### config.mk
export PLATFORM = sky130hd
export DESIGN_NAME = cfef_regs
export DESIGN_NICKNAME = d
export VERILOG_FILES = /design/src/rtl/cfef_pkg.sv /design/src/rtl/cfef_regs.sv
export SDC_FILE = /design/constraint.sdc
export NUM_CORES = 1
export LEC_CHECK = 0
export ABC_AREA = 1
export BUFFER_PORTS_ARGS = -buffer_cell sky130_fd_sc_hd__buf_2
export CORE_ASPECT_RATIO = 1.4
export CORE_UTILIZATION = 40
export DETAILED_ROUTE_END_ITERATION = 10
export PLACE_DENSITY_LB_ADDON = 0.2
export SLEW_MARGIN = 10
export SYNTH_ARGS = -nofsm -noshare
export SYNTH_HDL_FRONTEND = slang
export SYNTH_SLANG_ARGS = --single-unit
export TNS_END_PERCENT = 5
### constraint.sdc
create_clock -name i_core_clk -period 3 [get_ports i_core_clk]
set_input_delay 0.3 -clock i_core_clk [delete_from_list [all_inputs] [get_ports i_core_clk]]
set_output_delay 0.3 -clock i_core_clk [all_outputs]
set_load 0.01 [all_outputs]
### src/rtl/cfef_pkg.sv
package cfef_pkg;

  // register port geometry
  localparam int CFEF_ADDR_W = 8;
  localparam int CFEF_DATA_W = 8;

  // register offsets on the serial register port
  localparam logic [7:0] CFEF_OFS_FAULT_STATUS_A = 8'h20;
  localparam logic [7:0] CFEF_OFS_FAULT_STATUS_B = 8'h21;
  localparam logic [7:0] CFEF_OFS_EVENT_FLAGS_A = 8'h22;
  localparam logic [7:0] CFEF_OFS_EVENT_FLAGS_B = 8'h23;

  // values after reset
  localparam logic [7:0] CFEF_RST_REG = 8'h00;

  // fault_status_a field positions
  localparam int CFEF_FSA_FIRST_OVP = 0;

  // fault_status_b field positions
  localparam int CFEF_FSB_SYS_SHORT = 7;
  localparam int CFEF_FSB_SYS_OVP = 6;
  localparam int CFEF_FSB_TSHUT = 2;

  // event_flags_a field positions
  localparam int CFEF_EFA_ICL = 7;
  localparam int CFEF_EFA_VCL = 6;
  localparam int CFEF_EFA_WDOG = 5;
  localparam int CFEF_EFA_WEAK = 4;
  localparam int CFEF_EFA_PGOOD = 3;
  localparam int CFEF_EFA_IN2 = 2;
  localparam int CFEF_EFA_IN1 = 1;
  localparam int CFEF_EFA_BUS = 0;

  // event_flags_b field positions
  localparam int CFEF_EFB_CHG = 7;
  localparam int CFEF_EFB_ICO = 6;
  localparam int CFEF_EFB_BUS = 4;
  localparam int CFEF_EFB_DIE_THERMAL_REGULATION = 2;
  localparam int CFEF_EFB_BAT = 1;
  localparam int CFEF_EFB_BC12 = 0;

  // widths of multi-bit condition codes
  localparam int CFEF_CHG_W = 3;
  localparam int CFEF_ICO_W = 2;
  localparam int CFEF_BUS_W = 4;
  localparam int CFEF_BC12_W = 4;

  // live charger conditions, all asynchronous to the core clock
  typedef struct packed {
    logic first_input_overvoltage_status;
    logic system_rail_short_status;
    logic system_rail_overvoltage_status;
    logic thermal_shutdown_status;
    logic input_current_limiting;
    logic input_voltage_limiting;
    logic watchdog_expired;
    logic weak_source;
    logic power_good_status;
    logic second_input_present;
    logic first_input_present;
    logic main_input_present;
    logic [CFEF_CHG_W-1:0] charge_state;
    logic [CFEF_ICO_W-1:0] current_optimiser_state;
    logic [CFEF_BUS_W-1:0] main_input_bus_state;
    logic die_thermal_regulation;
    logic battery_present;
    logic [CFEF_BC12_W-1:0] adapter_detection_state;
  } cfef_cond_t;

  // register access request from the serial engine
  typedef struct packed {
    logic rd;
    logic wr;
    logic [CFEF_ADDR_W-1:0] addr;
  } cfef_req_t;

endpackage : cfef_pkg

### src/rtl/cfef_regs.sv
`timescale 1ns/1ps

// Behaviour
// RL1 - fault_status_a bit 0 follows live first-input overvoltage protection
// RL2 - fault_status_b bit 7 follows live system-rail short-circuit protection
// RL3 - fault_status_b bit 6 follows live system-rail overvoltage protection
// RL4 - fault_status_b bit 2 follows live die thermal shutdown
// RL5 - event_flags_a bit 7 sets on rising edge of input current limiting
// RL6 - event_flags_a bit 6 sets on rising edge of input voltage limiting
// RL7 - event_flags_a bit 5 sets on rising edge of watchdog expiry
// RL8 - event_flags_a bit 4 sets on rising edge of weak source status
// RL9 - event_flags_a bit 3 sets on any power-good status change
// RL10 - event_flags_a bit 2 sets on second input presence change
// RL11 - event_flags_a bit 1 sets on first input presence change
// RL12 - event_flags_a bit 0 sets on main input presence change
// RL13 - event_flags_b bit 7 sets on any charge state change
// RL14 - event_flags_b bit 6 sets on current optimiser status change
// RL15 - event_flags_b bit 4 sets on main input bus status change
// RL16 - event_flags_b bit 2 sets on rising thermal regulation crossing
// RL17 - event_flags_b bit 1 sets on battery presence change
// RL18 - event_flags_b bit 0 sets on adapter detection status change
// RL19 - flags stay set until their register is read; status bits are live
// RL20 - reserved bits read zero; writes change nothing
module cfef_regs (
  input wire logic i_core_clk,
  input wire logic i_sys_rst,
  input wire cfef_pkg::cfef_cond_t i_cond,
  input wire cfef_pkg::cfef_req_t i_req,
  output logic [cfef_pkg::CFEF_DATA_W-1:0] o_reg_rdata,
  output logic o_reg_ack
);
  import cfef_pkg::*;

  //////////////////////////////////////////////////////////////////////////////
  // condition synchronisers

  cfef_cond_t sync1_q;
  cfef_cond_t sync2_q;
  cfef_cond_t prev_q;

  // two stages before any logic; prev holds last cycle's settled value
  always_ff @(posedge i_core_clk or posedge i_sys_rst) begin
    if (i_sys_rst) begin
      sync1_q <= '0;
      sync2_q <= '0;
      prev_q <= '0;
    end else begin
      sync1_q <= i_cond;
      sync2_q <= sync1_q;
      prev_q <= sync2_q;
    end
  end

  //////////////////////////////////////////////////////////////////////////////
  // event detection

  // edge-type events only fire on assertion of the level
  function automatic logic rise(input logic now, input logic was);
    rise = now & ~was;
  endfunction : rise

  // change-type events fire on either direction of a single level
  function automatic logic flip(input logic now, input logic was);
    flip = now ^ was;
  endfunction : flip

  // change-type events on a code; narrower codes are widened by the caller
  function automatic logic moved(input logic [3:0] now, input logic [3:0] was);
    moved = now != was;
  endfunction : moved

  wire cfef_cond_t cur = sync2_q;
  wire cfef_cond_t old = prev_q;

  // event_flags_a edge sources: a level that stays high flags once only,
  // so a host that reads early is not flooded while limiting persists
  wire ev_icl = rise(cur.input_current_limiting, old.input_current_limiting); // [RL5]
  wire ev_vcl = rise(cur.input_voltage_limiting, old.input_voltage_limiting); // [RL6]
  wire ev_wdog = rise(cur.watchdog_expired, old.watchdog_expired); // [RL7]
  wire ev_weak = rise(cur.weak_source, old.weak_source); // [RL8]

  // presence and power-good report both arrival and loss
  wire ev_pgood = flip(cur.power_good_status, old.power_good_status); // [RL9]
  wire ev_in2 = flip(cur.second_input_present, old.second_input_present); // [RL10]
  wire ev_in1 = flip(cur.first_input_present, old.first_input_present); // [RL11]
  wire ev_bus = flip(cur.main_input_present, old.main_input_present); // [RL12]

  // event_flags_b code sources: compared whole, a multi-bit step counts once
  wire ev_chg = moved(4'(cur.charge_state), 4'(old.charge_state)); // [RL13]
  wire ev_ico = moved(4'(cur.current_optimiser_state),
                      4'(old.current_optimiser_state)); // [RL14]
  wire ev_main_input_bus = moved(4'(cur.main_input_bus_state), 4'(old.main_input_bus_state)); // [RL15]
  wire ev_bc12 = moved(4'(cur.adapter_detection_state),
                       4'(old.adapter_detection_state)); // [RL18]

  // thermal regulation only flags on entry; battery presence either way
  wire ev_die_thermal_regulation = rise(cur.die_thermal_regulation, old.die_thermal_regulation); // [RL16]
  wire ev_bat = flip(cur.battery_present, old.battery_present); // [RL17]

  logic [7:0] set_a;
  logic [7:0] set_b;

  // place each event at its field; positions not named stay zero [RL20]
  always_comb begin
    set_a = 8'h00;
    set_b = 8'h00;
    set_a[CFEF_EFA_ICL] = ev_icl; // [RL5]
    set_a[CFEF_EFA_VCL] = ev_vcl; // [RL6]
    set_a[CFEF_EFA_WDOG] = ev_wdog; // [RL7]
    set_a[CFEF_EFA_WEAK] = ev_weak; // [RL8]
    set_a[CFEF_EFA_PGOOD] = ev_pgood; // [RL9]
    set_a[CFEF_EFA_IN2] = ev_in2; // [RL10]
    set_a[CFEF_EFA_IN1] = ev_in1; // [RL11]
    set_a[CFEF_EFA_BUS] = ev_bus; // [RL12]
    set_b[CFEF_EFB_CHG] = ev_chg; // [RL13]
    set_b[CFEF_EFB_ICO] = ev_ico; // [RL14]
    set_b[CFEF_EFB_BUS] = ev_main_input_bus; // [RL15]
    set_b[CFEF_EFB_DIE_THERMAL_REGULATION] = ev_die_thermal_regulation; // [RL16]
    set_b[CFEF_EFB_BAT] = ev_bat; // [RL17]
    set_b[CFEF_EFB_BC12] = ev_bc12; // [RL18]
  end

  //////////////////////////////////////////////////////////////////////////////
  // address decode

  // one comparator shape for every offset
  function automatic logic addr_is(input logic [CFEF_ADDR_W-1:0] addr, input logic [7:0] ofs);
    addr_is = addr == ofs;
  endfunction : addr_is

  wire hit_fsa = addr_is(i_req.addr, CFEF_OFS_FAULT_STATUS_A);
  wire hit_fsb = addr_is(i_req.addr, CFEF_OFS_FAULT_STATUS_B);
  wire hit_efa = addr_is(i_req.addr, CFEF_OFS_EVENT_FLAGS_A);
  wire hit_efb = addr_is(i_req.addr, CFEF_OFS_EVENT_FLAGS_B);

  // only a read clears; a write to a flag register leaves it alone
  wire rd_efa = i_req.rd & hit_efa; // [RL19]
  wire rd_efb = i_req.rd & hit_efb; // [RL19]

  //////////////////////////////////////////////////////////////////////////////
  // sticky flag registers

  logic [7:0] flags_a_q;
  logic [7:0] flags_a_d;
  logic [7:0] flags_b_q;
  logic [7:0] flags_b_d;

  // read clears, but an event in the same cycle survives the clear
  assign flags_a_d = (rd_efa ? 8'h00 : flags_a_q) | set_a; // [RL19]
  assign flags_b_d = (rd_efb ? 8'h00 : flags_b_q) | set_b; // [RL19]

  always_ff @(posedge i_core_clk or posedge i_sys_rst) begin
    if (i_sys_rst) begin
      flags_a_q <= CFEF_RST_REG;
      flags_b_q <= CFEF_RST_REG;
    end else begin
      flags_a_q <= flags_a_d;
      flags_b_q <= flags_b_d;
    end
  end

  //////////////////////////////////////////////////////////////////////////////
  // live fault status, no latching

  logic [7:0] fault_a;
  logic [7:0] fault_b;

  // status reads the synchronised level, two cycles behind the pin
  always_comb begin
    fault_a = 8'h00; // reserved positions stay zero [RL20]
    fault_b = 8'h00; // [RL20]
    fault_a[CFEF_FSA_FIRST_OVP] = cur.first_input_overvoltage_status; // [RL1]
    fault_b[CFEF_FSB_SYS_SHORT] = cur.system_rail_short_status; // [RL2]
    fault_b[CFEF_FSB_SYS_OVP] = cur.system_rail_overvoltage_status; // [RL3]
    fault_b[CFEF_FSB_TSHUT] = cur.thermal_shutdown_status; // [RL4]
  end

  //////////////////////////////////////////////////////////////////////////////
  // read data mux and answer

  // unmapped offsets read zero; set_* never touch reserved bit positions
  wire [7:0] rd_mux = hit_fsa ? fault_a :
                      hit_fsb ? fault_b :
                      hit_efa ? flags_a_q :
                      hit_efb ? flags_b_q : 8'h00; // [RL20]

  logic [7:0] rdata_q;
  logic [7:0] rdata_d;
  logic ack_q;
  logic ack_d;

  // data holds between reads so a slow host still sees the last answer
  assign rdata_d = i_req.rd ? rd_mux : rdata_q;
  assign ack_d = i_req.rd | i_req.wr; // [RL20]

  // writes are acknowledged but store nothing, every register here is read-only
  always_ff @(posedge i_core_clk or posedge i_sys_rst) begin
    if (i_sys_rst) begin
      rdata_q <= CFEF_RST_REG;
      ack_q <= 1'b0;
    end else begin
      rdata_q <= rdata_d;
      ack_q <= ack_d;
    end
  end

  assign o_reg_rdata = rdata_q;
  assign o_reg_ack = ack_q;

endmodule : cfef_regs

* After elaboration in Yosys (flattened, before gate mapping)
Cells that the tools add are included.
Widths: inputs -> output; s select.
** Storage, ports and cells
- Bits in registers :: 102
- Input bits :: 39
- Logic and storage cells :: 88
** Cells by class
- Eq/ne operators :: 8
- Mux-type cells :: 6
- Bitwise operators :: 20
** Operator list (number)
- $mux 8 :: 6
- $eq 8x6->1 const B :: 4
- $or 8x8->8 :: 2
- $ne 4x4->1 :: 2
- $and 1x1->1 :: 7
- $not 1->1 :: 5
- $xor 1x1->1 :: 5
- $ne 3x3->1 :: 1
- $ne 2x2->1 :: 1
- $or 1x1->1 :: 1

* Depth between registers and ports, before layout
- Depth in word-level cells :: 5
- Depth in mapped cells :: 9

* Least setup slack after synthesis
OpenSTA, ideal clock, no wires.
- Path kind :: input-to-reg
- From :: input port i_req[2] in the netlist's numbering
- To :: register flags_a_q[6]
- Data arrival time :: 950 ps
- Data required time :: 2883 ps
- Slack :: 1933 ps
- Cell stages on the path :: 8
- Path buffers :: 0
- Cells stage by stage :: inv_1 -> nand2_2 -> nor2_4 -> nand2_4 -> nor2_4 -> inv_4 -> nand2_2 -> o21ai_2
** On the way
- Cells in the longest elaborated chain, start to end :: 4
** RTL lines
- start, declared :: RTL line cfef_regs.sv:28 : input wire cfef_pkg::cfef_req_t i_req,
- $eq 8x6->1 :: RTL line cfef_regs.sv:128 : addr_is = addr == ofs;
- $and 1x1->1 :: RTL line cfef_regs.sv:137 : wire rd_efa = i_req.rd & hit_efa;
- $mux 8 :: RTL line cfef_regs.sv:149 : assign flags_a_d = (rd_efa ? 8'h00 : flags_a_q) | set_a;
- $or 8x8->8 :: RTL line cfef_regs.sv:149
- via flags_a_d[6] :: RTL line cfef_regs.sv:144 : logic [7:0] flags_a_d;
- end signal, assigned :: RTL line cfef_regs.sv:157 : flags_a_q <= flags_a_d;
- end, declared :: RTL line cfef_regs.sv:143 : logic [7:0] flags_a_q;
The timed path passes the listed nets, and every way through them passes these cells.
A chain may end at the register's enable or synchronous reset.

* Worst setup path in the final report
- From :: register rdata_q[6], in the netlist o_reg_rdata[6]
- To :: output port o_reg_rdata[6] in the netlist's numbering
** RTL lines
- start, declared :: RTL line cfef_regs.sv:187 : logic [7:0] rdata_q;
- start signal, assigned :: RTL line cfef_regs.sv:202 : rdata_q <= rdata_d;
- end, declared :: RTL line cfef_regs.sv:29 : output logic [cfef_pkg::CFEF_DATA_W-1:0] o_reg_rdata,
No word-level cell between the ends.

==> results.toml <==
[outcome]
status = "finished, final reports clean"

[timing]
fin_tns_setup_ns = 0
finalSetupViolations = 0
post-route-period-util = 0.400
clock_skew_ns = 0.00531
drv_slew = 0
timing.fmax_ghz = 0.833
tightest_slew_ns = 0.646
rsz0062_at_grt = "false"
maxSlewHeadroom = 0.569
min_period_ns = 1.20
timing.hold.ws_ns = 0.0405
finalHoldViolCount = 0

[synth]
syn_nets = 273
yosysSeqAreaShare = 0.774
yosys.area.top_type = "dfrtp_1"
yosysUniqueCellTypes = 20
synth_edf_count = 0
ys.flop_type = "dfrtp_1"
syn-mean-instance-area_um2 = 13.8
ys_seq_elements = 100
synthCells = 234
synth_warnings = 0
synth_area_leaders = "dfrtp_1, nand2_1, xnor2_1"
synth_top_area_frac = 0.774
async_flop_share = 1.00
netlist_area_mm2 = 0.00323

[floorplan]
ios = 48
coreArea_mm2 = 0.00780
die_w_um = 78.0
start_util = 0.414
fp.dieH_um = 108
die_area_mm2 = 0.00845
core.rowCount = 38

[cts]
clockBufferDepth = 2
clock-sinks = 100
clk_pin_slew_worst_paths_ns = 0.09
insertion_delay_ns = 0.35
htreeDepth = 3
cts_setup_buffers = 0
ctsHoldBuffers = 0
cts_resized = 0
cts_root_buffer = "clkbuf_8"
cts_tree = "built"
cts_made_buffers = 9

[drt]
post-route-drc-count = 0
via_per_inst = 4.27
drtAntennaViolNets = 0
drt_iter0_drc = 98
first_pass_iters = 4
routed_wl_um = 4460
wire_per_inst_um = 11.3
vias = 1687

[finish]
antenna_cells = 0
final_core_util = 0.485
drive_gt1_frac = 0.292
fin_nets = 330
fin_area_mm2 = 0.00378
regArea_mm2 = 0.00250
multiInputGateArea_um2 = 626
layout_common_cells = "dfrtp_1, buf_2, nand2_1"
area_growth_pct = 17.0
fillCellCount = 721
final_common_cell = "dfrtp_1"

[global_route]
grt_pass1_wl_um = 7610
grt_usage = 0.125
grt_pass1_vias = 1715
antenna_found_initial = 0
grt_max_degree = 57
grt-ovfl-total = 0

[pwr]
p_leak_nw = 1.84
pwr-share-clk = 0.353
ir_drop_mv = 0.375
swShare = 0.222
p_comb_frac = 0.042
cell_internal_pwr_mw = 1.84
p_sw_mw = 0.522
power_density_mw_per_mm2 = 624
power_frac_seq = 0.604

[place]
place_congestion = 0.767
portBuffers = 47
place_area_mm2 = 0.00358
hpwl_um = 3070

[worst_setup_path]
crit_slowest_cell = "dfrtp_1"
reg2reg_slack_ns = 2.05
cp-end-kind = "primary output"
reg2reg_depth = 4
cp_max_fo = 2
worstPathCellList = "buf_2"
path_class = "reg2out"
cp.arrival_ns = 0.90
worst_r2r_endpoint = "flags_b_q[0]"
cp.required_ns = 2.70
max_stage_delay_ns = 0.41
cp-start-kind = "register"
critPathTopFamily = "flip-flops"
timing.critical_path.buf_inv = 1
timing.rr.start = "cur[0]"

[min_path]
hold_path.class = "in2async"

[job]
maxCapViolCount = 0
metrics by stage:
| stage | setup slack [ns] | power (mW) | cells |
|---|---|---|---|
| 3_3_place_gp | 1.64 | 1.55 | 380 |
| 3_5_place_dp | 1.62 | 1.56 | 380 |
| 4_1_cts | 1.76 | 2.40 | 395 |
| 6_report | 1.80 | 2.36 | 395 |
| 5_1_grt | 1.75 | 2.47 | 395 |
| 2_1_floorplan | 0.0812 | 1.51 | 234 |
final cells by class:
type                            instances  share of cell area
Inverter                               20              0.0212
Multi-Input combinational cell        111               0.165
Sequential cell                       100               0.662
Clock inverter                          6              0.0195
Clock buffer                            9              0.0328
Timing Repair Buffer                   49              0.0662
Tap cell                              100              0.0331
flip-flops by register name (all words and copies together) (netlist names):
| signal | count |
|---|---|
| cur | 27 |
| sync1_q | 27 |
| old | 23 |
| flags_a_q | 8 |
| o_reg_rdata | 8 |
| flags_b_q | 6 |
| o_reg_ack | 1 |
power by group through the flow:
stage                     Sequential, mW  Combinational (mW)  Clock [mW]
after floorplan                     1.45              0.0627           0
after global placement              1.45               0.103           0
after detailed placement            1.45               0.104           0
after CTS                           1.43               0.105       0.866
after global routing                1.43               0.117       0.919
final                               1.43               0.100       0.833
cell families after synthesis:
group | after synthesis | share of synthesized area
AO/OA/AOI/OAI | 14 | 0.0279
XOR/XNOR | 18 | 0.0488
buffers and inverters | 23 | 0.0321
flip-flops | 100 | 0.774
AND/OR/NAND/NOR | 79 | 0.117
cells in the mapped netlist (2+ instances only):
| master | instances |
|---|---|
| dfrtp_1 | 100 |
| nand2_1 | 41 |
| inv_1 | 17 |
| nand3_1 | 16 |
| xnor2_1 | 11 |
| nand2_2 | 7 |
| xor2_1 | 7 |
| nor2_1 | 6 |
| o21ai_0 | 6 |
| o21ai_2 | 5 |
| nor2_4 | 4 |
| nor3_1 | 3 |
| buf_4 | 2 |
| inv_2 | 2 |
| o21ai_1 | 2 |
worst max path at each step:
stage,from,end,slack (ns),cells after the start
floorplan,i_sys_rst,cur[0],0.08,1
global placement,i_req[4],flags_b_q[2],1.64,7
detailed placement,i_req[6],flags_b_q[2],1.62,7
CTS,o_reg_rdata[6],o_reg_rdata[6],1.76,1
global route,o_reg_rdata[6],o_reg_rdata[6],1.75,1
finish,o_reg_rdata[6],o_reg_rdata[6],1.80,1
metal layers:
metal,GRT usage,up-vias,share of wire
li1,-,839,-
met1,0.151,802,0.44
met2,0.198,39,0.49
met3,0.0414,7,0.052
met4,0.0675,0,0.022
met5,0,-,0
No activity file was read; power rests on OpenSTA's default activity.
